$ cat src/rtl/i2c_req_pkg.sv
// package: constants and carriers for the request and interrupt logic
package i2c_req_pkg;

   // ----------------------------------------------------------------
   // interrupt sources
   // ----------------------------------------------------------------
   localparam int NUM_SRC = 6;

   // bit positions inside the flag and enable vectors
   localparam int BIT_DATA_READY = 0;
   localparam int BIT_ADDRESS_MATCH = 1;
   localparam int BIT_STOP_RECEIVED = 2;
   localparam int BIT_ERROR = 3;
   localparam int BIT_TARGET_BUS = 4;
   localparam int BIT_CONTROLLER_BUS = 5;

   // ----------------------------------------------------------------
   // reset values
   // ----------------------------------------------------------------
   localparam logic [NUM_SRC-1:0] FLAG_RST = 6'h00;
   localparam logic [NUM_SRC-1:0] ENABLE_RST = 6'h00;
   localparam logic REQ_RST = 1'b0;
   localparam logic EVENT_RST = 1'b0;

   // field order matches the bit positions above, msb first
   typedef struct packed {
      logic controller_side_bus_flag;
      logic target_side_bus_flag;
      logic error_flag;
      logic stop_received_flag;
      logic address_match_flag;
      logic data_ready_flag;
   } irq_src_t;

   // pulses from the two-wire bus engine plus the ctrl_side level, same clock
   typedef struct packed {
      logic data_ready;
      logic address_match;
      logic stop_received;
      logic error;
      logic addr_acked;
      logic byte_done;
      logic ctrl_side;
   } bus_event_t;

   // data register traffic and target mode, same clock
   typedef struct packed {
      logic target_tx_mode;
      logic target_rx_mode;
      logic tx_data_needed;
      logic rx_data_received;
      logic data_reg_written;
      logic data_reg_read;
   } dma_event_t;

   // one software write: strobe plus bit pattern
   typedef struct packed {
      logic wr;
      irq_src_t data;
   } reg_write_t;

endpackage

$ cat src/rtl/irq_source_cell.sv
// one interrupt source: sticky flag and its enable bit
`timescale 1ns/10ps
`default_nettype none

module irq_source_cell
   import i2c_req_pkg::*;
(
   input wire logic sys_clk,
   input wire logic sys_rst,
   input wire logic soft_clr,
   input wire logic set_evt,
   input wire logic clr_flag,
   input wire logic en_set,
   input wire logic en_clr,
   output logic flag_q,
   output logic enable_q
);

   // ----------------------------------------------------------------
   // flag: hardware set wins over a clear in the same cycle
   // ----------------------------------------------------------------
   always_ff @(posedge sys_clk)
   begin
      if (sys_rst || soft_clr)
      begin
         flag_q <= 1'b0;
      end
      else if (set_evt)
      begin
         flag_q <= 1'b1;
      end
      else if (clr_flag)
      begin
         flag_q <= 1'b0;
      end
   end

   // ----------------------------------------------------------------
   // enable: set wins when set and clear arrive together
   // ----------------------------------------------------------------
   always_ff @(posedge sys_clk)
   begin
      if (sys_rst || soft_clr)
      begin
         enable_q <= 1'b0;
      end
      else if (en_set)
      begin
         enable_q <= 1'b1;
      end
      else if (en_clr)
      begin
         enable_q <= 1'b0;
      end
   end

endmodule

`default_nettype wire

$ cat src/rtl/i2c_req_irq.sv
// request and interrupt logic of the two-wire bus interface
//
// Contract
// - quick command runs only while quick_cmd_enable is set; else data phase follows.
// - quick command sets the side's bus flag right after address acknowledge.
// - each source has its own flag, set by its own condition.
// - writing one to an enable-set bit enables that source; zeros do nothing.
// - writing one to an enable-clear bit disables that source; zeros do nothing.
// - interrupt request is high while any flag and its enable are set.
// - request stays until flag cleared, source disabled, or interface reset.
// - target transmit: dma request when data needed, dropped on data write.
// - target receive: dma request on data received, dropped on data read.
// - no event outputs in target mode; only dma and interrupts.
`timescale 1ns/10ps
`default_nettype none

module i2c_req_irq
   import i2c_req_pkg::*;
(
   input wire logic sys_clk,
   input wire logic sys_rst,
   input wire logic iface_reset,
   input wire logic quick_cmd_enable,
   input wire bus_event_t bus_evt,
   input wire dma_event_t dma_evt,
   input wire reg_write_t flag_clear_wr,
   input wire reg_write_t enable_set_wr,
   input wire reg_write_t enable_clear_wr,
   output wire irq_src_t irq_flag_reg,
   output wire irq_src_t irq_enable_reg,
   output logic irq_request_q,
   output logic dma_tx_request_q,
   output logic dma_rx_request_q,
   output logic data_phase_start_q,
   output logic event_out_q
);

   // ----------------------------------------------------------------
   // set conditions
   // ----------------------------------------------------------------
   irq_src_t set_s;
   logic quick_hit;
   logic [NUM_SRC-1:0] set_vec;
   logic [NUM_SRC-1:0] flag_vec;
   logic [NUM_SRC-1:0] en_vec;
   logic [NUM_SRC-1:0] clr_vec;
   logic [NUM_SRC-1:0] ens_vec;
   logic [NUM_SRC-1:0] enc_vec;

   // picks the bus flag for the side that owns the transfer
   function automatic irq_src_t side_flag(input logic ctrl_side);
      irq_src_t f;
      f = '0;
      if (ctrl_side)
      begin
         f.controller_side_bus_flag = 1'b1;
      end
      else
      begin
         f.target_side_bus_flag = 1'b1;
      end
      return f;
   endfunction

   assign quick_hit = bus_evt.addr_acked && quick_cmd_enable;

   always_comb
   begin
      set_s = '0;
      if (quick_hit || bus_evt.byte_done)
      begin
         set_s = side_flag(bus_evt.ctrl_side);
      end
      set_s.data_ready_flag = bus_evt.data_ready;
      set_s.address_match_flag = bus_evt.address_match;
      set_s.stop_received_flag = bus_evt.stop_received;
      set_s.error_flag = bus_evt.error;
   end

   assign set_vec = set_s;
   assign clr_vec = flag_clear_wr.wr ? flag_clear_wr.data : '0;
   assign ens_vec = enable_set_wr.wr ? enable_set_wr.data : '0;
   assign enc_vec = enable_clear_wr.wr ? enable_clear_wr.data : '0;

   // ----------------------------------------------------------------
   // flag and enable bits, one cell per source
   // ----------------------------------------------------------------
   genvar i;
   generate
      for (i = 0; i < NUM_SRC; i++)
      begin : g_src
         irq_source_cell u_cell (
            .sys_clk(sys_clk),
            .sys_rst(sys_rst),
            .soft_clr(iface_reset),
            .set_evt(set_vec[i]),
            .clr_flag(clr_vec[i]),
            .en_set(ens_vec[i]),
            .en_clr(enc_vec[i]),
            .flag_q(flag_vec[i]),
            .enable_q(en_vec[i])
         );
      end
   endgenerate

   assign irq_flag_reg = flag_vec;
   assign irq_enable_reg = en_vec;

   // ----------------------------------------------------------------
   // interrupt request
   // ----------------------------------------------------------------
   always_ff @(posedge sys_clk)
   begin
      if (sys_rst || iface_reset)
      begin
         irq_request_q <= REQ_RST;
      end
      else
      begin
         irq_request_q <= |(flag_vec & en_vec);
      end
   end

   // ----------------------------------------------------------------
   // address phase outcome
   // ----------------------------------------------------------------
   always_ff @(posedge sys_clk)
   begin
      if (sys_rst || iface_reset)
      begin
         data_phase_start_q <= 1'b0;
      end
      else
      begin
         // quick command skips the data phase and waits for software
         data_phase_start_q <= bus_evt.addr_acked && !quick_cmd_enable;
      end
   end

   // ----------------------------------------------------------------
   // dma requests; a new need wins over the withdrawing access
   // ----------------------------------------------------------------
   always_ff @(posedge sys_clk)
   begin
      if (sys_rst || iface_reset || !dma_evt.target_tx_mode)
      begin
         dma_tx_request_q <= REQ_RST;
      end
      else if (dma_evt.tx_data_needed)
      begin
         dma_tx_request_q <= 1'b1;
      end
      else if (dma_evt.data_reg_written)
      begin
         dma_tx_request_q <= 1'b0;
      end
   end

   always_ff @(posedge sys_clk)
   begin
      if (sys_rst || iface_reset || !dma_evt.target_rx_mode)
      begin
         dma_rx_request_q <= REQ_RST;
      end
      else if (dma_evt.rx_data_received)
      begin
         dma_rx_request_q <= 1'b1;
      end
      else if (dma_evt.data_reg_read)
      begin
         dma_rx_request_q <= 1'b0;
      end
   end

   // ----------------------------------------------------------------
   // event output: never pulses for any request condition
   // ----------------------------------------------------------------
   always_ff @(posedge sys_clk)
   begin
      event_out_q <= EVENT_RST;
   end

   // ----------------------------------------------------------------
   // checks
   // ----------------------------------------------------------------
   a_quick_sets_flag: assert property (@(posedge sys_clk) disable iff (sys_rst)
      (bus_evt.addr_acked && quick_cmd_enable && !bus_evt.ctrl_side && !iface_reset)
      |=> irq_flag_reg.target_side_bus_flag)
      else $error("quick command did not set target side flag");

   a_quick_ctrl_flag: assert property (@(posedge sys_clk) disable iff (sys_rst)
      (bus_evt.addr_acked && quick_cmd_enable && bus_evt.ctrl_side && !iface_reset)
      |=> irq_flag_reg.controller_side_bus_flag)
      else $error("quick command did not set controller side flag");

   a_normal_no_flag: assert property (@(posedge sys_clk) disable iff (sys_rst)
      (bus_evt.addr_acked && !quick_cmd_enable && !bus_evt.byte_done && !bus_evt.ctrl_side
       && !irq_flag_reg.target_side_bus_flag)
      |=> !irq_flag_reg.target_side_bus_flag)
      else $error("address phase set bus flag with quick command off");

   a_byte_done_flag: assert property (@(posedge sys_clk) disable iff (sys_rst)
      (bus_evt.byte_done && !bus_evt.ctrl_side && !iface_reset)
      |=> irq_flag_reg.target_side_bus_flag)
      else $error("byte done did not set target side flag");

   a_ready_flag_set: assert property (@(posedge sys_clk) disable iff (sys_rst)
      (bus_evt.data_ready && !iface_reset) |=> irq_flag_reg.data_ready_flag)
      else $error("data ready flag not set");

   a_match_flag_set: assert property (@(posedge sys_clk) disable iff (sys_rst)
      (bus_evt.address_match && !iface_reset) |=> irq_flag_reg.address_match_flag)
      else $error("address match flag not set");

   a_error_flag_set: assert property (@(posedge sys_clk) disable iff (sys_rst)
      (bus_evt.error && !iface_reset) |=> irq_flag_reg.error_flag)
      else $error("error flag not set");

   a_enable_set_ready: assert property (@(posedge sys_clk) disable iff (sys_rst)
      (enable_set_wr.wr && enable_set_wr.data.data_ready_flag && !iface_reset)
      |=> irq_enable_reg.data_ready_flag)
      else $error("enable set did not enable data ready source");

   a_irq_low_idle: assert property (@(posedge sys_clk) disable iff (sys_rst)
      (!(|(flag_vec & en_vec))) |=> !irq_request_q)
      else $error("interrupt request without an enabled flag");

   a_irq_held_high: assert property (@(posedge sys_clk) disable iff (sys_rst)
      ((|(flag_vec & en_vec)) && !iface_reset) |=> irq_request_q)
      else $error("interrupt request dropped while flag and enable stand");

   a_reset_clears_all: assert property (@(posedge sys_clk) disable iff (sys_rst)
      iface_reset
      |=> (!irq_request_q && !dma_tx_request_q && !dma_rx_request_q
           && flag_vec == '0 && en_vec == '0))
      else $error("interface reset left state behind");

   a_dma_tx_off: assert property (@(posedge sys_clk) disable iff (sys_rst)
      (!dma_evt.target_tx_mode) |=> !dma_tx_request_q)
      else $error("transmit dma request outside target transmit mode");

   a_dma_rx_off: assert property (@(posedge sys_clk) disable iff (sys_rst)
      (!dma_evt.target_rx_mode) |=> !dma_rx_request_q)
      else $error("receive dma request outside target receive mode");

   a_dma_tx_hold: assert property (@(posedge sys_clk) disable iff (sys_rst)
      (dma_tx_request_q && dma_evt.target_tx_mode && !dma_evt.data_reg_written
       && !iface_reset) |=> dma_tx_request_q)
      else $error("transmit dma request dropped without a data write");

   a_dma_rx_hold: assert property (@(posedge sys_clk) disable iff (sys_rst)
      (dma_rx_request_q && dma_evt.target_rx_mode && !dma_evt.data_reg_read
       && !iface_reset) |=> dma_rx_request_q)
      else $error("receive dma request dropped without a data read");

   a_quick_no_data: assert property (@(posedge sys_clk) disable iff (sys_rst)
      (bus_evt.addr_acked && !iface_reset)
      |=> data_phase_start_q == $past(!quick_cmd_enable))
      else $error("data phase start disagrees with quick command setting");

   a_source_flag_set: assert property (@(posedge sys_clk) disable iff (sys_rst)
      (bus_evt.stop_received && !iface_reset) |=> irq_flag_reg.stop_received_flag)
      else $error("stop received flag not set");

   a_flag_clear_one: assert property (@(posedge sys_clk) disable iff (sys_rst)
      (flag_clear_wr.wr && flag_clear_wr.data.error_flag && !bus_evt.error)
      |=> !irq_flag_reg.error_flag)
      else $error("error flag not cleared by a one");

   a_flag_hold_zero: assert property (@(posedge sys_clk) disable iff (sys_rst)
      (irq_flag_reg.data_ready_flag && !iface_reset
       && !(flag_clear_wr.wr && flag_clear_wr.data.data_ready_flag))
      |=> irq_flag_reg.data_ready_flag)
      else $error("data ready flag dropped without a clear");

   a_enable_set_one: assert property (@(posedge sys_clk) disable iff (sys_rst)
      (enable_set_wr.wr && enable_set_wr.data.address_match_flag && !iface_reset)
      |=> irq_enable_reg.address_match_flag)
      else $error("enable set did not enable source");

   a_enable_clear_one: assert property (@(posedge sys_clk) disable iff (sys_rst)
      (enable_clear_wr.wr && enable_clear_wr.data.address_match_flag
       && !(enable_set_wr.wr && enable_set_wr.data.address_match_flag))
      |=> !irq_enable_reg.address_match_flag)
      else $error("enable clear did not disable source");

   a_enable_zero_keep: assert property (@(posedge sys_clk) disable iff (sys_rst)
      (!enable_set_wr.wr && !enable_clear_wr.wr && !iface_reset) |=> $stable(irq_enable_reg))
      else $error("enables changed without a one written");

   a_irq_follows: assert property (@(posedge sys_clk) disable iff (sys_rst)
      (!iface_reset) |=> irq_request_q == $past(|(flag_vec & en_vec)))
      else $error("interrupt request does not follow flags and enables");

   a_dma_tx_cycle: assert property (@(posedge sys_clk) disable iff (sys_rst)
      (dma_evt.target_tx_mode && dma_evt.tx_data_needed && !iface_reset)
      ##1 (dma_evt.target_tx_mode && !dma_evt.tx_data_needed && dma_evt.data_reg_written
           && !iface_reset)
      |-> dma_tx_request_q ##1 !dma_tx_request_q)
      else $error("transmit dma request not raised then withdrawn");

   a_dma_rx_cycle: assert property (@(posedge sys_clk) disable iff (sys_rst)
      (dma_evt.target_rx_mode && dma_evt.rx_data_received && !iface_reset)
      ##1 (dma_evt.target_rx_mode && !dma_evt.rx_data_received && dma_evt.data_reg_read
           && !iface_reset)
      |-> dma_rx_request_q ##1 !dma_rx_request_q)
      else $error("receive dma request not raised then withdrawn");

   a_no_event_out: assert property (@(posedge sys_clk) disable iff (sys_rst)
      (dma_evt.tx_data_needed || dma_evt.rx_data_received || bus_evt.data_ready)
      |=> !event_out_q [*2])
      else $error("event output pulsed");

endmodule

`default_nettype wire

$ cat config.mk
export PLATFORM = sky130hd
export DESIGN_NAME = i2c_req_irq
export DESIGN_NICKNAME = d
export VERILOG_FILES = /design/src/rtl/i2c_req_pkg.sv /design/src/rtl/irq_source_cell.sv /design/src/rtl/i2c_req_irq.sv
export SDC_FILE = /design/constraint.sdc
export NUM_CORES = 1
export LEC_CHECK = 0
export BUFFER_PORTS_ARGS = -buffer_cell sky130_fd_sc_hd__buf_4
export CAP_MARGIN = 10
export CORE_ASPECT_RATIO = 0.8
export CORE_MARGIN = 3
export CORE_UTILIZATION = 34
export DETAILED_ROUTE_END_ITERATION = 12
export PLACE_DENSITY = 0.73
export SLEW_MARGIN = 20
export SYNTH_ARGS = -nofsm -noshare
export SYNTH_HDL_FRONTEND = slang
export SYNTH_SLANG_ARGS = --single-unit
$ cat constraint.sdc
create_clock -name sys_clk -period 0.8 [get_ports sys_clk]
set_input_delay 0.08 -clock sys_clk [delete_from_list [all_inputs] [get_ports sys_clk]]
set_output_delay 0.08 -clock sys_clk [all_outputs]
set_load 0.01 [all_outputs]
# Word-level counts from Yosys, hierarchy flattened
# Cells that the tools add are included.
# totals
ff_bits	16
latchBits	0
mem_bits_rw	0
rom_bits	0
input_bits	38
wordCells	75
n_memories	0
# classes
n_addsub	0
mul	0
div	0
magnitude_cmp	0
n_eq_ne	0
shift	0
muxes	34
bitwise	1
n_reduce_logical	24
# ops
cell	n
$mux 1	30
$reduce_bool 2->1	14
$mux 6	4
$and 6x6->6	1
$reduce_or 6->1	1
$logic_or 1x1->1	4
$logic_not 1->1	3
$logic_and 1x1->1	2

# Logic depth before layout (Yosys ltp)
# logic_depth
depth_word	4
ltp_mapped	4
mapped_depth_nobuf	3

# Hierarchy
# A second synthesis with hierarchy kept.
# unflattened
cells_unflattened	91
area_unflattened_um2	753.2
# by_module_without_submodules
mod	instances	cells_each	area_per_inst_um2
irq_source_cell	6	9	76.3
i2c_req_irq	1	37	295.3

# Worst setup path before layout
# OpenSTA, ideal clock, no wires.
# synth_timing
kind	input port to flip-flop
startpoint	input port iface_reset
endpoint	register g_src[0].u_cell.enable_q
t_arrival_ps	629
required_time_ps	736
path_slack_ps	107
path_stages	4
cell_sequence	or2_1 -> buf_6 -> buf_8 -> nor2_1
# synth_between
elab_chain_cells	1
# synth_lines
element	line_no	source
from (decl)	i2c_req_irq.sv:22	input wire logic iface_reset,
$logic_or 1x1->1	irq_source_cell.sv:43	if (sys_rst || soft_clr)
to (signal assigned)	irq_source_cell.sv:45	enable_q <= 1'b0;
to (signal assigned)	irq_source_cell.sv:49	enable_q <= 1'b1;
to (signal assigned)	irq_source_cell.sv:53	enable_q <= 1'b0;
to (decl)	irq_source_cell.sv:16	output logic enable_q
# Every way passes these cells.
# A chain may end at the register's enable or synchronous reset.

# Final worst setup path
# layout_timing
startpoint	register g_src[3].u_cell.enable_q
endpoint	output port irq_enable_reg[3] in the netlist's numbering
# layout_rtl
element	line_no	source
from (decl)	irq_source_cell.sv:16	
from (signal assigned)	irq_source_cell.sv:45	
from (signal assigned)	irq_source_cell.sv:49	
from (signal assigned)	irq_source_cell.sv:53	
to (decl)	i2c_req_irq.sv:30	output wire irq_src_t irq_enable_reg,
# No word-level cell between the ends.

==> metrics.txt <==
Synth area leaders=dfxtp_1, buf_4, a22oi_1; Final WS setup=-44.98 ps; Crit path largest cell delay=370 ps; clock buffer depth=2; layout cell share with drive strength beyond 1=0.6194; Tmin final=845.0 ps; Arr. time, crit path=760 ps; vias in the first global route=717; sequential share of power=0.525; Post-Syn Area=709.4 sq um; die width=57.07 um; Synth Register Bits=16; Cell Pwr Density=1318 nW/um^2; sum of negative setup slack=-370.8 ps; final count of negative-setup-slack endpoints=16; Hold WC Path Type=input port to register; f_max=1183 MHz; die area=2674 sq um; Internal=1.240 mW; post-synthesis cell type count=16; Initial Utilization=0.3682; startpoint types=register; Clk Latency, worst-skew pair=290 ps; worst path bufs/invs=1; RR Startpoint=g_src[2].u_cell.enable_q$_SDFFE_PP0P_; reg2reg path depth=3; die height=46.86 um; violated checks=setup timing; gr ovfl total=0; number of synthesized flops with an enable pin=0; H-tree level count=1; gpl congestion=0.6544; Clock Sinks=16; RR Endpoint=irq_request_q$_SDFF_PP0_; Std-Cell Rows=14; Placed Instances=147; CTS tree=yes; clock skew=6.733 ps; Iteration-0 DRC Markers=3; CTS buffer count=3; Synth async-reset ratio=0; Slew Limit Fails=0; post-synthesis adder-cell area fraction=0; num ports=55; core area=1927 sq um; Avg Cell Area, Syn=8.547 sq um; WL per Instance=12.56 um; total number of vias=733; Clk pwr share=0.254; final worst-path cycle share=1.056; YS warnings=0; fillers=177; most frequent cells after synthesis=dfxtp_1, buf_4, nand2_1; Worst path slowest cell=dfxtp_2; overall global routing resource usage=0.1606; First-pass DRT Iterations=2; Final ANT Viol Nets=0; area growth from synthesis to layout=73.90%; Setup crit end kind=output port; combinational power share=0.221; most frequent cell after synthesis=dfxtp_1; RSZ-0062 raised after global routing=yes; DP Wirelength=1512 um; WL final=1984 um; Leakage Power=0.5809 nW; ANT cells=0; Synth Area in Simple Gates=0.1799; Sw Share=0.2373; Worst Path Max Fanout=3; synthesized instance count=83; final hold vios=0; hold depth=3; reg2reg setup slack=-10 ps; fraction of synthesized area in multiplexers=0; final hold slack=4.467 ps; clk slew on worst S/H paths=90 ps; final cell count without fillers=158; Residual DRC=0; fin nets=174; hold_sp=bus_evt[5]; Mapped Nets=121; global-route wire length before repair=3118 um; fin area=1234 sq um; largest net degree at the start of global routing=9; CP delay by family, top=flip-flops; Synth Area in Compound Gates=0.1728; Req. time, crit path=720 ps; Cell Chain, Critical Path=buf_6; DP Area=1041 sq um; I/O Buffers=53; outcome=complete, but fails checks; XOR/XNOR Fraction of Synth Area=0; largest family of logic cells by synthesized area=buffers and inverters; Top FF cell, synth=dfxtp_1; register area share after synthesis=0.4515; peak supply drop=1059 uV; max cap viols=0; Net Sw Power=385.9 uW; CTS Root Cell=clkbuf_4; routed vias/inst=4.639; Yosys top cell by area=dfxtp_1; initial antenna violation count=0; Hold Path Sink=g_src[1].u_cell.flag_q$_SDFFE_PP0P_; type of the worst setup path=register to output port; post-synth top area share=0.4515
==> power groups by stage <==
stage                     Sequential (mW)  Combinational (mW)  Clock [mW]
after global placement              0.864               0.304           0
after CTS                           0.856               0.356       0.434
after floorplan                     0.861               0.139           0
final                               0.853               0.359       0.414
after detailed placement            0.864               0.312           0
after global routing                0.858               0.390       0.480
==> stage by stage <==
step	worst slack [ps]	power, mW	util
finish	-44.98	1.626	0.6403
global route	-84.01	1.729	0.6403
CTS	-43.68	1.646	0.6273
detailed placement	-78.98	1.177	0.5403
global placement	-56.40	1.168	0.5403
floorplan	107.4	0.9997	-
==> flip-flops by register name, indices dropped and copies added (netlist names) <==
signal / cells
g_src.u_cell.enable_q: 6
g_src.u_cell.flag_q: 6
data_phase_start_q: 1
dma_rx_request_q: 1
dma_tx_request_q: 1
irq_request_q: 1
==> routing by layer <==
| metal | global-route usage | vias to the layer above | share of wire |
|---|---|---|---|
| li1 | - | 367 | - |
| met2 | 0.3052 | 30 | 0.51 |
| met3 | 0.06319 | 4 | 0.085 |
| met1 | 0.1667 | 332 | 0.39 |
| met4 | 0.05556 | 0 | 0.011 |
| met5 | 0 | - | 0 |
==> kinds of logic (layout without fill, tap and decap cells) <==
logic type / count (synthesis) / count (layout)
and+or+nand+nor: 29 / 29
AOI/OAI and AO/OA: 19 / 19
DFF: 16 / 16
other: 1 / 1
buffers and inverters: 18 / 69
==> worst max-delay path by stage <==
stage,start,to,slack (ps),cells after the start
5_1_grt,g_src[3].u_cell.enable_q$_SDFFE_PP0P_,irq_enable_reg[3],-80,1
4_1_cts,g_src[4].u_cell.flag_q$_SDFFE_PP0P_,irq_flag_reg[4],-40,1
2_1_floorplan,iface_reset,g_src[0].u_cell.enable_q$_SDFFE_PP0P_,110,4
3_3_place_gp,iface_reset,g_src[4].u_cell.enable_q$_SDFFE_PP0P_,-60,4
3_5_place_dp,iface_reset,g_src[1].u_cell.enable_q$_SDFFE_PP0P_,-80,4
6_report,g_src[3].u_cell.enable_q$_SDFFE_PP0P_,irq_enable_reg[3],-40,1
==> final cells by class <==
cell class	count	area (sq um)	area share
Timing Repair Buffer	63	555.5	0.4503
Sequential cell	16	345.3	0.2799
Multi-Input combinational cell	49	269.0	0.2181
Tap cell	24	30.03	0.02434
Clock buffer	3	22.52	0.01826
Inverter	3	11.26	0.009128
==> placed cells by master (no fill, tap or decap), drive strengths merged, types with 2 or more instances in the layout <==
| cell type | Yosys | layout |
|---|---|---|
| nor3b | 3 | 3 |
| nor2 | 11 | 11 |
| dlygate4sd3 | 0 | 4 |
| dfxtp | 16 | 16 |
| a22oi | 9 | 9 |
| nand2 | 13 | 13 |
| clkbuf | 0 | 3 |
| inv | 3 | 3 |
| or2 | 2 | 2 |
| buf | 15 | 59 |
| a21oi | 8 | 8 |
==> what timing repair did <==
item                       4_1_cts  5_1_grt
pin swaps                        0        1
gates cloned                     0        0
setup endpoints to repair       16       17
hold endpoints to repair         3        1
hold buffers                     3        1
setup buffers                    4        0
resized for setup               33        4
Power figures use the tool's default switching activity.
